**config.mk**
```make
export PLATFORM = sky130hd
export DESIGN_NAME = cpt_ctrl
export DESIGN_NICKNAME = d
export VERILOG_FILES = /design/src/rtl/cpt_pkg.sv /design/src/rtl/cpt_sync_if.sv /design/src/rtl/cpt_ctrl.sv /design/src/rtl/cpt_sync.sv
export VERILOG_INCLUDE_DIRS = /design/src /design/src/rtl
export SDC_FILE = /design/constraint.sdc
export NUM_CORES = 1
export LEC_CHECK = 0
export BUFFER_PORTS_ARGS = -buffer_cell sky130_fd_sc_hd__buf_2
export CAP_MARGIN = 5
export CORE_ASPECT_RATIO = 1.75
export CORE_MARGIN = 2
export CORE_UTILIZATION = 23
export DETAILED_ROUTE_END_ITERATION = 7
export GPL_TIMING_DRIVEN = 0
export PLACE_DENSITY_LB_ADDON = 0.3
export SYNTH_ARGS = -nofsm -noshare
export SYNTH_HDL_FRONTEND = slang
export SYNTH_SLANG_ARGS = --single-unit
```
**constraint.sdc**
```tcl
create_clock -name sys_clk -period 4.95 [get_ports sys_clk]
set_clock_uncertainty 0.1 [all_clocks]
set_input_delay 0.99 -clock sys_clk [delete_from_list [all_inputs] [get_ports sys_clk]]
set_output_delay 0.99 -clock sys_clk [all_outputs]
set_load 0.01 [all_outputs]
```
**src/rtl/cpt_defs.svh**
```systemverilog
// Constants of the charge pump gain and torch control block
`ifndef CPT_DEFS_SVH
`define CPT_DEFS_SVH

// ****************************************
// Serial bus
// ****************************************
`define CPT_SLAVE_ADDR     7'h28
`define CPT_REG_RESET      8'h00
`define CPT_BYTE_LAST      2'h3

// ****************************************
// Field positions
// ****************************************
`define CPT_CTRL_KEEP      5
`define CPT_CFG_EN_MSB     7
`define CPT_CFG_EN_LSB     5
`define CPT_TORCH_LVL_MSB  4
`define CPT_TORCH_LVL_LSB  1
`define CPT_FLASH_LVL_MSB  4
`define CPT_FLASH_LVL_LSB  2
`define CPT_STAT_FV_MSB    7
`define CPT_STAT_FV_LSB    5

// ****************************************
// Mode codes of control bits 7, 6, 4, 3
// ****************************************
`define CPT_MODE_HE_TORCH  4'h4
`define CPT_MODE_AUTO_TRCH 4'h8
`define CPT_MODE_AUTO_FLSH 4'hC

// ****************************************
// Synchronised input positions
// ****************************************
`define CPT_IN_SCL         0
`define CPT_IN_SDA         1
`define CPT_IN_ENABLE      2
`define CPT_IN_AT_TARGET   3
`define CPT_IN_BELOW_HYST  4
`define CPT_IN_BELOW_VINM1 5
`define CPT_IN_ABOVE_VIN   6
`define CPT_IN_SINK_LOW    7
`define CPT_IN_CUR_400     8
`define CPT_IN_CUR_300     9
`define CPT_IN_NUM         10

// ****************************************
// Timing
// ****************************************
`define CPT_SYS_CLK_HZ     10000000
`define CPT_PUMP_CLK_HZ    2400000
`define CPT_PUMP_DIV       (`CPT_SYS_CLK_HZ / `CPT_PUMP_CLK_HZ)

`endif

```
**src/rtl/cpt_pkg.sv**
```systemverilog
// Types of the charge pump gain and torch control block
package cpt_pkg;
	typedef enum logic [2:0] {
		I2C_IDLE = 3'h0,
		I2C_ADDR = 3'h1,
		I2C_ACKA = 3'h2,
		I2C_WR   = 3'h3,
		I2C_ACKW = 3'h4,
		I2C_RD   = 3'h5,
		I2C_RACK = 3'h6
	} cpt_i2c_t;

	typedef enum logic [1:0] {
		ST_OFF    = 2'h0,
		ST_INIT   = 2'h1,
		ST_CHARGE = 2'h2,
		ST_RUN    = 2'h3
	} cpt_ctl_t;

	typedef enum logic [1:0] {
		G1X  = 2'h1,
		G15X = 2'h2,
		G2X  = 2'h3
	} cpt_gain_t;
endpackage

```
**src/rtl/cpt_sync_if.sv**
```systemverilog
// Raw and filtered input bundle between the control and its synchroniser
`timescale 1ns/1ps
`default_nettype none
interface cpt_sync_if #(parameter int W = 1);
	logic [W-1:0] raw;
	logic [W-1:0] clean;
	modport user (output raw, input clean);
	modport sync (input raw, output clean);
endinterface
`default_nettype wire
```
**src/rtl/cpt_ctrl.sv**
```systemverilog
// Charge pump gain selection, torch configuration and serial register access
`timescale 1ns/1ps
`default_nettype none
`include "cpt_defs.svh"

// Operation
// - Torch register bits 4..1 hold the torch level code, applied to enabled channels.
// - Torch level code maps monotonically, 0000 zero current, 1111 full level.
// - Write: address with write bit, control byte, optionally flash then torch byte.
// - Read: address with read bit, returns control, flash, torch bytes in order.
// - Only seven-bit slave address 28 hex is answered.
// - Power-on reset clears every register and all control state.
// - Operates only with enable pin high; channels lit only by config enable bits.
// - Torch and flash: pump stops at target, restarts 50 mV below it.
// - High-efficiency torch: restart on low sink voltage, then watch output and sinks.
// - Output more than 1 V below input allows only 1x gain.
// - Output between input minus 1 V and input never selects 2x.
// - Output above input never selects 1x.
// - Output above target with all channels disabled enters standby, pump off.
// - All three channel enable bits zero disable channels; standby follows once output is above target.
// - Target fixed 4.5 V in torch modes, flash voltage field in flash mode.
// - Mode codes 0100, 1000, 1100 start auto-gain charging.
// - Auto-gain start first switches off every programmed LED.
// - Target reached during start: pump stops, LEDs handed back to config registers.
// - Start steps 1x, 1.5x, 2x to keep input current high, ends at target.
// - Start at 1x, or 1.5x above input; 1x to 1.5x near 400 mA.
// - 1.5x to 2x when target unmet below 300 mA, then pump at 2x.
// - Target never reached keeps pumping at 2x until host shuts down.
// - Control bits 7,6,4,3 select mode; low pair auto, 1x, 1.5x, 2x.
// - Control bit 5 one keeps registers, zero clears them after the command.
// - Status bit 4 reads one while output exceeds target.
module cpt_ctrl (
	input  wire logic       sys_clk,
	input  wire logic       rstn,
	input  wire logic       shutdownN,
	input  wire logic       scl,
	input  wire logic       sdaIn,
	output logic            sdaOut,
	output logic            sdaOe,
	input  wire logic       outAboveTarget,
	input  wire logic       outBelowHyst,
	input  wire logic       outBelowVinMinus1V,
	input  wire logic       outAboveVin,
	input  wire logic       sinkBelowDropout,
	input  wire logic       inCurBelow400,
	input  wire logic       inCurBelow300,
	output logic            pumpOn,
	output logic [1:0]      pumpGain,
	output logic            pumpPhaseTick,
	output logic [2:0]      chanEnable,
	output logic [3:0]      torchLevelCode,
	output logic [2:0]      flashLevelCode,
	output logic            targetIsFlash,
	output logic [2:0]      flashVoltCode,
	output logic [1:0]      flashTimeoutSel,
	output logic            standby
);
	// ****************************************
	// Input synchronisation
	// ****************************************
	cpt_sync_if #(.W(`CPT_IN_NUM)) syncIf ();
	cpt_sync #(.W(`CPT_IN_NUM)) uSync (
		.sys_clk (sys_clk),
		.rstn    (rstn),
		.bus     (syncIf.sync)
	);
	assign syncIf.raw = {inCurBelow300, inCurBelow400, sinkBelowDropout, outAboveVin, outBelowVinMinus1V,
		outBelowHyst, outAboveTarget, shutdownN, sdaIn, scl};

	logic sclS, sdaS, atTarget, belowHyst, lowOut, highOut, sinkLow, cur400, cur300;
	assign sclS      = syncIf.clean[`CPT_IN_SCL];
	assign sdaS      = syncIf.clean[`CPT_IN_SDA];
	assign atTarget  = syncIf.clean[`CPT_IN_AT_TARGET];
	assign belowHyst = syncIf.clean[`CPT_IN_BELOW_HYST];
	assign lowOut    = syncIf.clean[`CPT_IN_BELOW_VINM1];
	assign highOut   = syncIf.clean[`CPT_IN_ABOVE_VIN];
	assign sinkLow   = syncIf.clean[`CPT_IN_SINK_LOW];
	assign cur400    = syncIf.clean[`CPT_IN_CUR_400];
	assign cur300    = syncIf.clean[`CPT_IN_CUR_300];

	logic rstAll;
	assign rstAll = !rstn || !syncIf.clean[`CPT_IN_ENABLE];

	// ****************************************
	// Serial slave and registers
	// ****************************************
	cpt_pkg::cpt_i2c_t i2cSt_q, i2cSt_d;
	logic [7:0] controlWordReg_q, controlWordReg_d, flashConfigReg_q, flashConfigReg_d;
	logic [7:0] torchConfigReg_q, torchConfigReg_d, shift_q, shift_d;
	logic [2:0] flashLevelStatusReg_q, flashLevelStatusReg_d;
	logic [3:0] bitCnt_q, bitCnt_d;
	logic [1:0] byteIdx_q, byteIdx_d;
	logic       readMode_q, readMode_d, wrSeen_q, wrSeen_d, cmdDone_q, cmdDone_d;
	logic       sdaOe_q, sdaOe_d, sclPrev_q, sdaPrev_q;
	logic       sclRise, sclFall, busStart, busStop;
	logic [7:0] rdNext;

	assign sclRise  = sclS && !sclPrev_q;
	assign sclFall  = !sclS && sclPrev_q;
	assign busStart = sclS && sclPrev_q && sdaPrev_q && !sdaS;
	assign busStop  = sclS && sclPrev_q && !sdaPrev_q && sdaS;

	function automatic logic [7:0] readByte(input logic [1:0] idx);
		case (idx)
			2'h0:    readByte = controlWordReg_q;
			2'h1:    readByte = flashConfigReg_q;
			2'h2:    readByte = torchConfigReg_q;
			default: readByte = {flashLevelStatusReg_q, atTarget, 4'h0};
		endcase
	endfunction
	assign rdNext = readByte(byteIdx_q + 2'h1);

	always_comb begin
		i2cSt_d = i2cSt_q;
		controlWordReg_d = controlWordReg_q;
		flashConfigReg_d = flashConfigReg_q;
		torchConfigReg_d = torchConfigReg_q;
		flashLevelStatusReg_d = flashLevelStatusReg_q;
		shift_d = shift_q;
		bitCnt_d = bitCnt_q;
		byteIdx_d = byteIdx_q;
		readMode_d = readMode_q;
		wrSeen_d = wrSeen_q;
		sdaOe_d = sdaOe_q;
		cmdDone_d = 1'b0;
		if (busStart) begin
			i2cSt_d = cpt_pkg::I2C_ADDR;
			bitCnt_d = 4'h0;
			sdaOe_d = 1'b0;
		end else if (busStop) begin
			i2cSt_d = cpt_pkg::I2C_IDLE;
			sdaOe_d = 1'b0;
			if (wrSeen_q) begin
				wrSeen_d = 1'b0;
				cmdDone_d = 1'b1;
				if (!controlWordReg_q[`CPT_CTRL_KEEP]) begin
					controlWordReg_d = `CPT_REG_RESET;
					flashConfigReg_d = `CPT_REG_RESET;
					torchConfigReg_d = `CPT_REG_RESET;
					flashLevelStatusReg_d = 3'h0;
				end
			end
		end else begin
			case (i2cSt_q)
				cpt_pkg::I2C_ADDR, cpt_pkg::I2C_WR: begin
					if (sclRise) begin
						shift_d = {shift_q[6:0], sdaS};
						bitCnt_d = bitCnt_q + 4'h1;
					end else if (sclFall && bitCnt_q == 4'h8) begin
						bitCnt_d = 4'h0;
						if (i2cSt_q == cpt_pkg::I2C_ADDR) begin
							if (shift_q[7:1] == `CPT_SLAVE_ADDR) begin
								i2cSt_d = cpt_pkg::I2C_ACKA;
								sdaOe_d = 1'b1;
								readMode_d = shift_q[0];
								byteIdx_d = 2'h0;
							end else begin
								i2cSt_d = cpt_pkg::I2C_IDLE;
							end
						end else begin
							case (byteIdx_q)
								2'h0:    controlWordReg_d = shift_q;
								2'h1:    flashConfigReg_d = shift_q;
								2'h2:    torchConfigReg_d = shift_q;
								default: flashLevelStatusReg_d = shift_q[`CPT_STAT_FV_MSB:`CPT_STAT_FV_LSB];
							endcase
							if (byteIdx_q != `CPT_BYTE_LAST) begin
								byteIdx_d = byteIdx_q + 2'h1;
							end
							wrSeen_d = 1'b1;
							i2cSt_d = cpt_pkg::I2C_ACKW;
							sdaOe_d = 1'b1;
						end
					end
				end
				cpt_pkg::I2C_ACKA: begin
					if (sclFall) begin
						if (readMode_q) begin
							i2cSt_d = cpt_pkg::I2C_RD;
							shift_d = readByte(2'h0);
							sdaOe_d = !shift_d[7];
							bitCnt_d = 4'h1;
						end else begin
							i2cSt_d = cpt_pkg::I2C_WR;
							sdaOe_d = 1'b0;
						end
					end
				end
				cpt_pkg::I2C_ACKW: begin
					if (sclFall) begin
						i2cSt_d = cpt_pkg::I2C_WR;
						sdaOe_d = 1'b0;
					end
				end
				cpt_pkg::I2C_RD: begin
					if (sclFall) begin
						if (bitCnt_q == 4'h8) begin
							i2cSt_d = cpt_pkg::I2C_RACK;
							sdaOe_d = 1'b0;
						end else begin
							shift_d = {shift_q[6:0], 1'b0};
							sdaOe_d = !shift_q[6];
							bitCnt_d = bitCnt_q + 4'h1;
						end
					end
				end
				cpt_pkg::I2C_RACK: begin
					if (sclRise && sdaS) begin
						i2cSt_d = cpt_pkg::I2C_IDLE;
					end else if (sclFall) begin
						byteIdx_d = byteIdx_q + 2'h1;
						shift_d = rdNext;
						sdaOe_d = !rdNext[7];
						bitCnt_d = 4'h1;
						i2cSt_d = cpt_pkg::I2C_RD;
					end
				end
				default: i2cSt_d = cpt_pkg::I2C_IDLE;
			endcase
		end
	end

	always_ff @(posedge sys_clk) begin
		if (rstAll) begin
			i2cSt_q <= cpt_pkg::I2C_IDLE;
			controlWordReg_q <= `CPT_REG_RESET;
			flashConfigReg_q <= `CPT_REG_RESET;
			torchConfigReg_q <= `CPT_REG_RESET;
			flashLevelStatusReg_q <= 3'h0;
			shift_q <= 8'h00;
			bitCnt_q <= 4'h0;
			byteIdx_q <= 2'h0;
			readMode_q <= 1'b0;
			wrSeen_q <= 1'b0;
			cmdDone_q <= 1'b0;
			sdaOe_q <= 1'b0;
			sclPrev_q <= 1'b1;
			sdaPrev_q <= 1'b1;
		end else begin
			i2cSt_q <= i2cSt_d;
			controlWordReg_q <= controlWordReg_d;
			flashConfigReg_q <= flashConfigReg_d;
			torchConfigReg_q <= torchConfigReg_d;
			flashLevelStatusReg_q <= flashLevelStatusReg_d;
			shift_q <= shift_d;
			bitCnt_q <= bitCnt_d;
			byteIdx_q <= byteIdx_d;
			readMode_q <= readMode_d;
			wrSeen_q <= wrSeen_d;
			cmdDone_q <= cmdDone_d;
			sdaOe_q <= sdaOe_d;
			sclPrev_q <= sclS;
			sdaPrev_q <= sdaS;
		end
	end

	// ****************************************
	// Mode decode and pump clock
	// ****************************************
	logic [3:0] modeCode;
	logic       isFlash, isHe, isAuto, modeValid;
	logic [2:0] cfgEn;
	logic [2:0] divCnt_q, divCnt_d;
	assign modeCode  = {controlWordReg_q[7:6], controlWordReg_q[4:3]};
	assign isFlash   = controlWordReg_q[7] && controlWordReg_q[6];
	assign isHe      = modeCode == `CPT_MODE_HE_TORCH;
	assign isAuto    = isHe || modeCode == `CPT_MODE_AUTO_TRCH || modeCode == `CPT_MODE_AUTO_FLSH;
	assign modeValid = controlWordReg_q[7] || controlWordReg_q[6];
	assign cfgEn     = isFlash ? flashConfigReg_q[`CPT_CFG_EN_MSB:`CPT_CFG_EN_LSB]
		: torchConfigReg_q[`CPT_CFG_EN_MSB:`CPT_CFG_EN_LSB];

	assign pumpPhaseTick = divCnt_q == 3'(`CPT_PUMP_DIV - 1);
	assign divCnt_d      = pumpPhaseTick ? 3'h0 : divCnt_q + 3'h1;

	function automatic cpt_pkg::cpt_gain_t clampGain(input cpt_pkg::cpt_gain_t g);
		clampGain = g;
		if (lowOut) begin
			clampGain = cpt_pkg::G1X;
		end else if (highOut && g == cpt_pkg::G1X) begin
			clampGain = cpt_pkg::G15X;
		end else if (!highOut && g == cpt_pkg::G2X) begin
			clampGain = cpt_pkg::G15X;
		end
	endfunction

	// ****************************************
	// Gain and pump control
	// ****************************************
	cpt_pkg::cpt_ctl_t  ctlSt_q, ctlSt_d;
	cpt_pkg::cpt_gain_t gain_q, gain_d, reqGain;
	logic pumpOn_q, pumpOn_d, startReq_q, startReq_d, standby_q, standby_d;
	logic [2:0] chanEn_q, chanEn_d;

	always_comb begin
		ctlSt_d = ctlSt_q;
		gain_d = gain_q;
		pumpOn_d = pumpOn_q;
		reqGain = gain_q;
		startReq_d = cmdDone_q ? 1'b1 : (pumpPhaseTick ? 1'b0 : startReq_q);
		standby_d = ctlSt_q == cpt_pkg::ST_RUN && cfgEn == 3'h0 && atTarget;
		if (pumpPhaseTick) begin
			if (startReq_q) begin
				pumpOn_d = 1'b0;
				if (isAuto) begin
					ctlSt_d = cpt_pkg::ST_INIT;
				end else if (modeValid) begin
					ctlSt_d = cpt_pkg::ST_RUN;
				end else begin
					ctlSt_d = cpt_pkg::ST_OFF;
				end
			end else begin
				case (ctlSt_q)
					cpt_pkg::ST_OFF: pumpOn_d = 1'b0;
					cpt_pkg::ST_INIT: begin
						if (atTarget) begin
							ctlSt_d = cpt_pkg::ST_RUN;
						end else begin
							ctlSt_d = cpt_pkg::ST_CHARGE;
							pumpOn_d = 1'b1;
							reqGain = highOut ? cpt_pkg::G15X : cpt_pkg::G1X;
						end
					end
					cpt_pkg::ST_CHARGE: begin
						if (atTarget) begin
							ctlSt_d = cpt_pkg::ST_RUN;
							pumpOn_d = 1'b0;
						end else if (gain_q == cpt_pkg::G1X && cur400) begin
							reqGain = cpt_pkg::G15X;
						end else if (gain_q == cpt_pkg::G15X && cur300) begin
							reqGain = cpt_pkg::G2X;
						end
					end
					cpt_pkg::ST_RUN: begin
						if (atTarget) begin
							pumpOn_d = 1'b0;
						end else if (!pumpOn_q && (isHe ? sinkLow : belowHyst)) begin
							pumpOn_d = 1'b1;
						end
						if (controlWordReg_q[4:3] != 2'h0) begin
							reqGain = cpt_pkg::cpt_gain_t'(controlWordReg_q[4:3]);
						end
					end
					default: ctlSt_d = cpt_pkg::ST_OFF;
				endcase
			end
			gain_d = clampGain(reqGain);
		end
		if (standby_d) begin
			pumpOn_d = 1'b0;
		end
		if (ctlSt_d == cpt_pkg::ST_RUN) begin
			chanEn_d = cfgEn;
		end else begin
			chanEn_d = 3'h0;
		end
	end

	always_ff @(posedge sys_clk) begin
		if (rstAll) begin
			ctlSt_q <= cpt_pkg::ST_OFF;
			gain_q <= cpt_pkg::G1X;
			pumpOn_q <= 1'b0;
			startReq_q <= 1'b0;
			standby_q <= 1'b0;
			chanEn_q <= 3'h0;
			divCnt_q <= 3'h0;
		end else begin
			ctlSt_q <= ctlSt_d;
			gain_q <= gain_d;
			pumpOn_q <= pumpOn_d;
			startReq_q <= startReq_d;
			standby_q <= standby_d;
			chanEn_q <= chanEn_d;
			divCnt_q <= divCnt_d;
		end
	end

	// ****************************************
	// Outputs
	// ****************************************
	assign sdaOut          = 1'b0;
	assign sdaOe           = sdaOe_q;
	assign pumpOn          = pumpOn_q;
	assign pumpGain        = gain_q;
	assign chanEnable      = chanEn_q;
	assign standby         = standby_q;
	assign torchLevelCode  = torchConfigReg_q[`CPT_TORCH_LVL_MSB:`CPT_TORCH_LVL_LSB];
	assign flashLevelCode  = flashConfigReg_q[`CPT_FLASH_LVL_MSB:`CPT_FLASH_LVL_LSB];
	assign targetIsFlash   = isFlash;
	assign flashVoltCode   = flashLevelStatusReg_q;
	assign flashTimeoutSel = controlWordReg_q[1:0];
endmodule
`default_nettype wire

```
**src/rtl/cpt_sync.sv**
```systemverilog
// Three-stage input synchroniser with agreement filter
`timescale 1ns/1ps
`default_nettype none
module cpt_sync #(parameter int W = 1) (
	input wire logic   sys_clk,
	input wire logic   rstn,
	cpt_sync_if.sync   bus
);
	logic [W-1:0] s1_q, s2_q, s3_q, clean_q;
	logic [W-1:0] clean_d;

	// Change accepted once second and third stage agree
	always_comb begin
		clean_d = clean_q;
		for (int i = 0; i < W; i++) begin
			if (s2_q[i] == s3_q[i]) begin
				clean_d[i] = s3_q[i];
			end
		end
	end

	always_ff @(posedge sys_clk) begin
		if (!rstn) begin
			s1_q    <= '0;
			s2_q    <= '0;
			s3_q    <= '0;
			clean_q <= '0;
		end else begin
			s1_q    <= bus.raw;
			s2_q    <= s1_q;
			s3_q    <= s2_q;
			clean_q <= clean_d;
		end
	end

	assign bus.clean = clean_q;
endmodule
`default_nettype wire

```
# [After elaboration in Yosys (flattened, before gate mapping)]
# Cells that the tools add are included.
[totals] ff_bits=103 in_bits=12
[op_classes] addsub=3 n_eq_ne=65 mux=122 bitwise_logic=4 n_reduce_logical=68
[op_table] operator="$mux 8" n=34
[op_table] operator="$mux 3" n=19
[op_table] operator="$mux 2" n=24
[op_table] operator="$mux 4" n=8
[op_table] operator="$pmux 8 s4" n=1
[op_table] operator="$reduce_and 8->1" n=4
[op_table] operator="$ne 2x2->1 const B" n=15
[op_table] operator="$mux 1" n=28
[op_table] operator="$reduce_and 7->1" n=4
[op_table] operator="$reduce_and 9->1" n=3
[op_table] operator="$ne 4x4->1 const B" n=6
[op_table] operator="$pmux 8 s3" n=1
[op_table] operator="$logic_and 1x1->1" n=17
[op_table] operator="$pmux 4 s4" n=1
[op_table] operator="$reduce_bool 2->1" n=8
[op_table] operator="$ne 3x3->1 const B" n=5
[op_table] operator="$pmux 3 s5" n=1
[op_table] operator="$eq 2x2->1 const B" n=7
[op_table] operator="$eq 4x4->1 const B" n=3
[op_table] operator="$logic_not 1->1" n=11
[op_table] operator="$eq 1x1->1" n=10
[op_table] operator="$eq 2x1->1 const B" n=5
[op_table] operator="$reduce_and 10->1" n=1
[op_table] operator="$reduce_or 2->1" n=5
[op_table] operator="other kinds (25)" n=41

# [Longest topological paths before layout]
# Gate-level depths: netlist (run 1).
[logic_depth] depth_word=13 depth_mapped=9 depth_no_buf=8

# [Cells and area by module]
# From an unflattened synthesis (run 1), not the netlist that was laid out.
[hier_totals] hier_cells=537 area_unflattened_um2=4817.1
[by_module_without_submodules] mod="cpt_ctrl" instances=1 cells_per_inst=433 area_each_um2=3606.0 seq_area_each_um2=1261.2
[by_module_without_submodules] mod="cpt_sync" instances=1 cells_per_inst=104 area_each_um2=1211.2 seq_area_each_um2=800.8

# [Least setup slack after synthesis (run 1)]
# No wires, ideal clock.
[synth_timing] path_type="reg2reg" start="reg bitCnt_q[0]" end="reg shift_q[2]" setup_ns=0.079 t_arrival_ns=1.697 required_ns=4.771 slack_ns=3.074 path_stages_with_launch=10 path_buffers=1 period_less_slack_ns=1.876 path_cell_list="dfxtp_1 inv_1 ha_1 nand3b_1 o211ai_1 a31o_2 a211oi_4 buf_6 nor2_2 a211oi_2"
[synth_via] elab_chain_len=3
[synth_lines] element="from (decl)" line="cpt_ctrl.sv:91" text="logic [3:0] bitCnt_q, bitCnt_d;"
[synth_lines] element="from (signal assigned)" line="cpt_ctrl.sv:246" text="bitCnt_q <= bitCnt_d;"
[synth_lines] element="$eq 4x4->1" line="cpt_ctrl.sv:197" text="if (bitCnt_q == 4'h8) begin"
[synth_lines] element="$ne 2x2->1 (no source line)"
[synth_lines] element="$reduce_and 10->1 (no source line)"
[synth_lines] element="to (signal assigned)" line="cpt_ctrl.sv:245" text="shift_q <= shift_d;"
[synth_lines] element="to (decl)" line="cpt_ctrl.sv:89" text="logic [7:0] torchConfigReg_q, torchConfigReg_d, shift_q, shift_d;"
# Every way passes these cells.
# A chain may end at the register's enable or synchronous reset.

# [Worst setup path in the final report (run 1)]
[layout_timing] start="reg controlWordReg_q[7]" end="out targetIsFlash"
[layout_via] elab_chain_len=1
[layout_lines] element="from (decl)" line="cpt_ctrl.sv:88" text="logic [7:0] controlWordReg_q, controlWordReg_d, flashConfigReg_q, flashConfigReg_d;"
[layout_lines] element="from (signal assigned)" line="cpt_ctrl.sv:226" text="controlWordReg_q <= `CPT_REG_RESET;"
[layout_lines] element="from (signal assigned)" line="cpt_ctrl.sv:241" text="controlWordReg_q <= controlWordReg_d;"
[layout_lines] element="$logic_and 1x1->1" line="cpt_ctrl.sv:265" text="assign isFlash = controlWordReg_q[7] && controlWordReg_q[6];"
[layout_lines] element="to (decl)" line="cpt_ctrl.sv:53" text="output logic targetIsFlash,"
# Every way passes these cells.

==> results of run 1 <==
-- state kept, by name, indices dropped and copies added, names as in the netlist, 2 cells and up --
register          cells
divCnt_q              3
i2cSt_q               3
controlWordReg_q      8
chanEnable            3
flashVoltCode         3
uSync.s2_q           10
uSync.bus.clean      10
shift_q               8
uSync.s3_q           10
uSync.s1_q           10
torchConfigReg_q      8
bitCnt_q              4
pumpGain              2
ctlSt_q               2
byteIdx_q             2
flashConfigReg_q      8
-- worst max-delay path by stage --
stage / startpoint / endpoint / slack, ns / cells after the start
floorplan: bitCnt_q[0] / shift_q[2] / 3.07 / 9
global placement: rstn / sclPrev_q / 2.46 / 4
detailed placement: rstn / sclPrev_q / 2.48 / 4
CTS: controlWordReg_q[7] / targetIsFlash / 2.43 / 3
global route: controlWordReg_q[7] / targetIsFlash / 2.39 / 3
finish: controlWordReg_q[7] / targetIsFlash / 2.46 / 3
-- metal layers --
layer	vias up	wire, µm	global-route usage
met4	0	550	0.07453
met5	-	0	0
met2	57	7374	0.2335
li1	1933	-	-
met1	1863	4751	0.1121
met3	29	269	0.01676
-- logic make-up (layout without fill, tap and decap cells) --
family,after synthesis,in the layout,synth area share
DFF,103,103,0.4273
xor gates and xnor gates,2,2,0.003630
AOI/OAI and AO/OA,119,119,0.1825
muxes,36,36,0.07493
adders and majority gates,15,15,0.03889
and+or+nand+nor,205,205,0.2193
other,1,1,0.0007771
buffers and inverters,50,99,0.05263
-- cells in the mapped netlist, drive strengths merged, types with 3 or more instances --
library cell,number,area share
buf,16,0.026
or2,3,0.0039
dfxtp,103,0.43
nor3,13,0.013
ha,15,0.039
nor2,62,0.051
and2,38,0.049
a22oi,11,0.017
and3,6,0.0078
nand2,48,0.038
a221oi,4,0.0073
clkbuf,17,0.013
nand3,3,0.0031
and2b,3,0.0049
nand2b,6,0.0078
inv,17,0.013
mux2i,35,0.073
a21boi,11,0.017
a211oi,9,0.020
o22ai,3,0.0039
o21ai,32,0.033
nor3b,3,0.0047
nor2b,5,0.0065
a21oi,23,0.032
nand3b,3,0.0047
-- metrics by stage --
stage          power (W)  std cells  instance area [µm²]  hold WS [ns]
3_5_place_dp   0.0008816        816                 5306        0.3206
2_1_floorplan  0.0008717        531                 4826        0.3043
4_1_cts         0.001586        832                 5598        0.3388
3_3_place_gp   0.0008812        816                 5306        0.3156
5_1_grt         0.001617        832                 5598        0.3451
6_report        0.001563        832                 5598        0.3325
-- area by class of cell --
cell class | count | area (µm²)
fillers | 2207 | 15160
clock buffers | 11 | 252.7
well taps | 252 | 315.3
multi-input cells | 378 | 2510
flip-flops and latches | 103 | 2062
inverters | 17 | 63.81
plain buffers | 33 | 190.2
clock inverters | 5 | 38.79
repair buffers | 33 | 165.2
-- power by group --
group | internal (W) | total [W] | switching, W
Combinational | 0.0000104 | 0.0000193 | 0.00000893
Clock | 0.000373 | 0.000703 | 0.000330
Sequential | 0.000838 | 0.000842 | 0.00000356
Total | 0.00122 | 0.00156 | 0.000342
==> results.txt, run 1 <==
DRC viols = 0
CP max stage cell = dfxtp_1
Syn_nets = 558
Hold Buf Count CTS = 0
Critical Path End Type = output pin
Tot GR Track Use = 0.1190
WP data arrival = 1.40 ns
Final setup margin = 2.461 ns
PD cells = 279.3 nW/µm²
PostCTS Resize Cnt = 0
Post-CTS setup buffers = 0
Clk sinks = 103
Hold wc startpoint = divCnt_q[0]
R2R Setup Slk = 2.68 ns
Worst r2r src = byteIdx_q[0]
Hold Path End = divCnt_q[0]
Seq/Total Area, Yosys = 0.4273
Hold Fails Final Rpt = 0
RSZ-0062 raised after global routing = no
Reg-to-Reg End = shift_q[4]
DRT Wirelength = 12950 µm
Final Max Tran Viols = 0
Die area = 22200 µm²
Via-per-instance ratio = 4.666
Async set or reset register ratio after synthesis = 0
Worst vdd ir = 0.1983 mV
Commonest non-fill, non-tap cell in the layout = dfxtp_1
Setup slack at placement = 2.475 ns
Area delta synth->final = 16.00%
Largest delay share family, worst path = flip-flops
Max_cap viols = 0
Post-Syn Instances = 531
Setup_tns = 0 ns
Ant. Diodes = 0
Crit path buf inv count = 2
Type of the worst min-delay path = reg -> reg
Clock tree buffer depth = 2
Crit path time final = 2.489 ns
Worst Setup Start Kind = flip-flop
Pin count of the biggest net entering global routing = 18
EDFF count, synth = 0
I/O Pins = 35
Required time worst endpoint = 3.86 ns
Cell area after synthesis = 4826 µm²
Die Height = 195.6 µm
IO buf count = 33
Crit-path max cell delay = 0.50 ns
Tcrit/Tclk final = 0.5028
Synth warn = 0
Worst-Skew Late Latency = 0.36 ns
CTS Buf Count = 9
Top achievable clock speed = 401.8 MHz
Share of layout cells above drive strength 1 = 0.1586
Worst-path maximum fanout = 7
Status = complete, no violations
Most frequent cells in the layout = dfxtp_1, nor2_1, nand2_1, and2_1
Root Buffer Master = clkbuf_16
Post-DP HPWL = 9887 µm
Row count = 70
Least-Margin Pin Slew = 0.7109 ns
Flops & latches, synth = 103
Post-synth top flop = dfxtp_1
Antenna viol nets, final = 0
Gr ovfl total = 0
Number of global-route vias before repair = 3898
Router iterations before antenna repair = 7
Crit-path cells = nand2_1, inv_1, buf_2
Util after Layout = 0.2697
Rel. slew slack = 0.5194
First-pass GRT wire length = 20360 µm
Crit Path Category = reg -> out
CTS tree = yes
Via count = 3882
Initial core utilization = 0.2325
Initial drt markers = 113
Average wire per standard cell = 15.56 µm
Core Area = 20760 µm²
Post-Syn Area per Cell = 9.088 µm²
Worst reg2reg path depth = 7
Clk slew on worst S/H paths = 0.07 ns
Layout net count = 602
H-tree depth = 3
Yosys cell types = 69
Initial antenna violation count = 0
Hold Path Depth = 1
Die X = 113.5 µm
GPL Wtd Cong = 0.8477
Leakage = 1.923 nW
Final setup vio count = 0
No activity file was read; power rests on OpenSTA's default activity.
==> run 2: changes to the inputs <==
Settings changed: ABC_AREA from default to 1.
Clock period 4.95 ns to 2.4 ns, I/O delays scaled along.
==> run 2 against run 1 <==
Design area up 0.45%. Power grew 100%. Utilization about the same. Global-route usage is 0.66 points higher. Cell count rose by 19%. Largest power group unchanged.
==> results.txt, run 2 <==
Status = complete, no violations
Row count = 70
Initial antenna violation count = 0
Clk sinks = 103
Average wire per standard cell = 13.40 µm
H-tree depth = 3
Leakage = 2.487 nW
Sw Pwr = 0.0007403 W
I/O Pins = 35
Async set or reset register ratio after synthesis = 0
Layout net count = 759
First-pass GRT wire length = 21730 µm
Setup_tns = 0 ns
WP data arrival = 2.38 ns
Critical Path End Type = flip-flop
RSZ-0062 raised after global routing = no
Critical Path Source = byteIdx_q[0]
Synth warn = 0
Flop pwr share = 0.542
Worst Setup Start Kind = flip-flop
Clock tree buffer depth = 2
Worst hold margin = 0.2010 ns
Type of the worst min-delay path = in -> reg
Yosys top cell by area = dfxtp_1
Most frequent cells in the layout = nand2_1, dfxtp_1, inv_1, nor2_1, o21ai_0
Number of global-route vias before repair = 4357
Area delta synth->final = 15.65%
Required time worst endpoint = 2.56 ns
Die area = 22370 µm²
Final Max Tran Viols = 0
GPL Wtd Cong = 0.9499
Hold Fails Final Rpt = 0
Post-DP HPWL = 10350 µm
Worst-Skew Late Latency = 0.36 ns
CTS tree = yes
Crit Path Category = reg -> reg
Fin area = 5623 µm²
Commonest non-fill, non-tap cell in the layout = nand2_1
Post-CTS setup buffers = 0
Dpl cell area = 5343 µm²
Gr ovfl total = 0
Least-Margin Pin Slew = 0.6244 ns
Clock Power Share = 0.444
PostCTS Resize Cnt = 0
Antenna viol nets, final = 0
Crit-path cells = inv_1, ha_1, inv_1, o21ai_0, o22ai_1, nand2_1, nand2_1, nor2_1, nor2_1
DRC viols = 0
Worst-path maximum fanout = 6
Total Power = 0.003203 W
CP Depth = 9
Worst r2r src = byteIdx_q[0]
Root Buffer Master = clkbuf_16
Ant. Diodes = 0
Worst vdd ir = 0.4428 mV
Post-Syn Instances = 688
Count leader, synth = nand2_1
Final setup vio count = 0
IO buf count = 33
Die Height = 196.3 µm
Post-Syn Area per Cell = 7.067 µm²
R2R Setup Slk = 0.18 ns
Flops & latches, synth = 103
Via-per-instance ratio = 4.458
Share of layout cells above drive strength 1 = 0.1316
Pin count of the biggest net entering global routing = 19
Setup crit end = sdaOe
Rel. slew slack = 0.5837
Hold Buf Count CTS = 0
Tot GR Track Use = 0.1257
Post-synth top area share = 0.4241
Logic pwr share = 0.014
Post-synth top flop = dfxtp_1
Largest delay share family, worst path = compound AO/OA/AOI/OAI gates
Clk slew on worst S/H paths = 0.08 ns
Yosys cell types = 44
Sw frac = 0.2312
Router iterations before antenna repair = 4
EDFF count, synth = 0
CTS Buf Count = 9
Top achievable clock speed = 450.9 MHz
Worst reg2reg path depth = 9
DRT Wirelength = 13250 µm
Max_cap viols = 0
Syn_nets = 715
Via count = 4409
Cell internal pwr = 0.002462 W
Crit path time final = 2.218 ns
CP max stage cell = o21ai_0
Commonest cells post-synth = nand2_1, dfxtp_1, inv_1, nor2_1, o21ai_0
Cell area after synthesis = 4862 µm²
Seq/Total Area, Yosys = 0.4241
PD cells = 569.6 nW/µm²
Synth top area cells = dfxtp_1, nand2_1, inv_1
Initial drt markers = 200
Crit path buf inv count = 2
Tcrit/Tclk final = 0.9240
Crit-path max cell delay = 0.42 ns
Core Area = 20850 µm²
Reg-to-Reg End = sdaOe
Die X = 113.9 µm
Initial core utilization = 0.2333
-- run 2: worst reg2reg max path, delay by kind of cell, from the launching register on --
family	cells	cell delay, ns
and+or+nand+nor	4	0.34
DFF	1	0.37
AOI/OAI and AO/OA	2	0.63
buffers and inverters	2	0.28
adders and majority gates	1	0.39
-- run 2: cell families after synthesis --
logic type	count (synthesis)	synth area share
flops	103	0.4241
fa+ha+maj	15	0.03860
other cells	1	0.0007713
buf+inv	133	0.1171
xor+xnor	2	0.003603
simple gates	298	0.2622
compound gates	136	0.1536
-- run 2: area by class of cell --
class | count | area (µm²)
inverter | 108 | 417.9
timing repair buffer | 33 | 165.2
clock buffer | 9 | 225.2
sequential | 103 | 2062
fill | 2338 | 15220
tap | 252 | 315.3
clock inverter | 7 | 55.05
buffer | 25 | 151.4
multi-input combinational | 452 | 2231
-- run 2: worst min-delay path by stage --
| stage | start | to | slack (ns) | depth (start not counted) |
|---|---|---|---|---|
| detailed placement | uSync.s1_q[9] | uSync.s2_q[9] | 0.30 | 2 |
| global placement | uSync.s1_q[9] | uSync.s2_q[9] | 0.29 | 2 |
| global route | outAboveVin | uSync.s1_q[6] | 0.21 | 3 |
| CTS | outAboveTarget | uSync.s1_q[3] | 0.19 | 3 |
| finish | outAboveTarget | uSync.s1_q[3] | 0.20 | 3 |
| floorplan | uSync.s1_q[0] | uSync.s2_q[0] | 0.29 | 2 |
-- run 2: stage by stage --
stage	util	worst slack [ns]	std cells
floorplan	-	0.6701	688
global placement	0.2563	0.1825	973
detailed placement	0.2563	0.1478	973
CTS	0.2697	0.1293	989
global route	0.2697	0.06585	989
finish	0.2697	0.1823	989
-- run 2: metal layers --
| layer | GRT usage | part of all wire | vias to the layer above |
|---|---|---|---|
| met4 | 0.08085 | 0.050 | 0 |
| li1 | - | - | 2252 |
| met3 | 0.01384 | 0.025 | 35 |
| met5 | 0 | 0 | - |
| met2 | 0.2433 | 0.56 | 101 |
| met1 | 0.1233 | 0.37 | 2021 |
-- run 2: power by group through the flow --
stage / registers (W) / logic, W / clock network (W)
after global placement: 0.00178 / 0.0000443 / 0
final: 0.00174 / 0.0000439 / 0.00142
after CTS: 0.00174 / 0.0000454 / 0.00147
after detailed placement: 0.00178 / 0.0000452 / 0
after global routing: 0.00174 / 0.0000532 / 0.00154
after floorplan: 0.00177 / 0.0000285 / 0
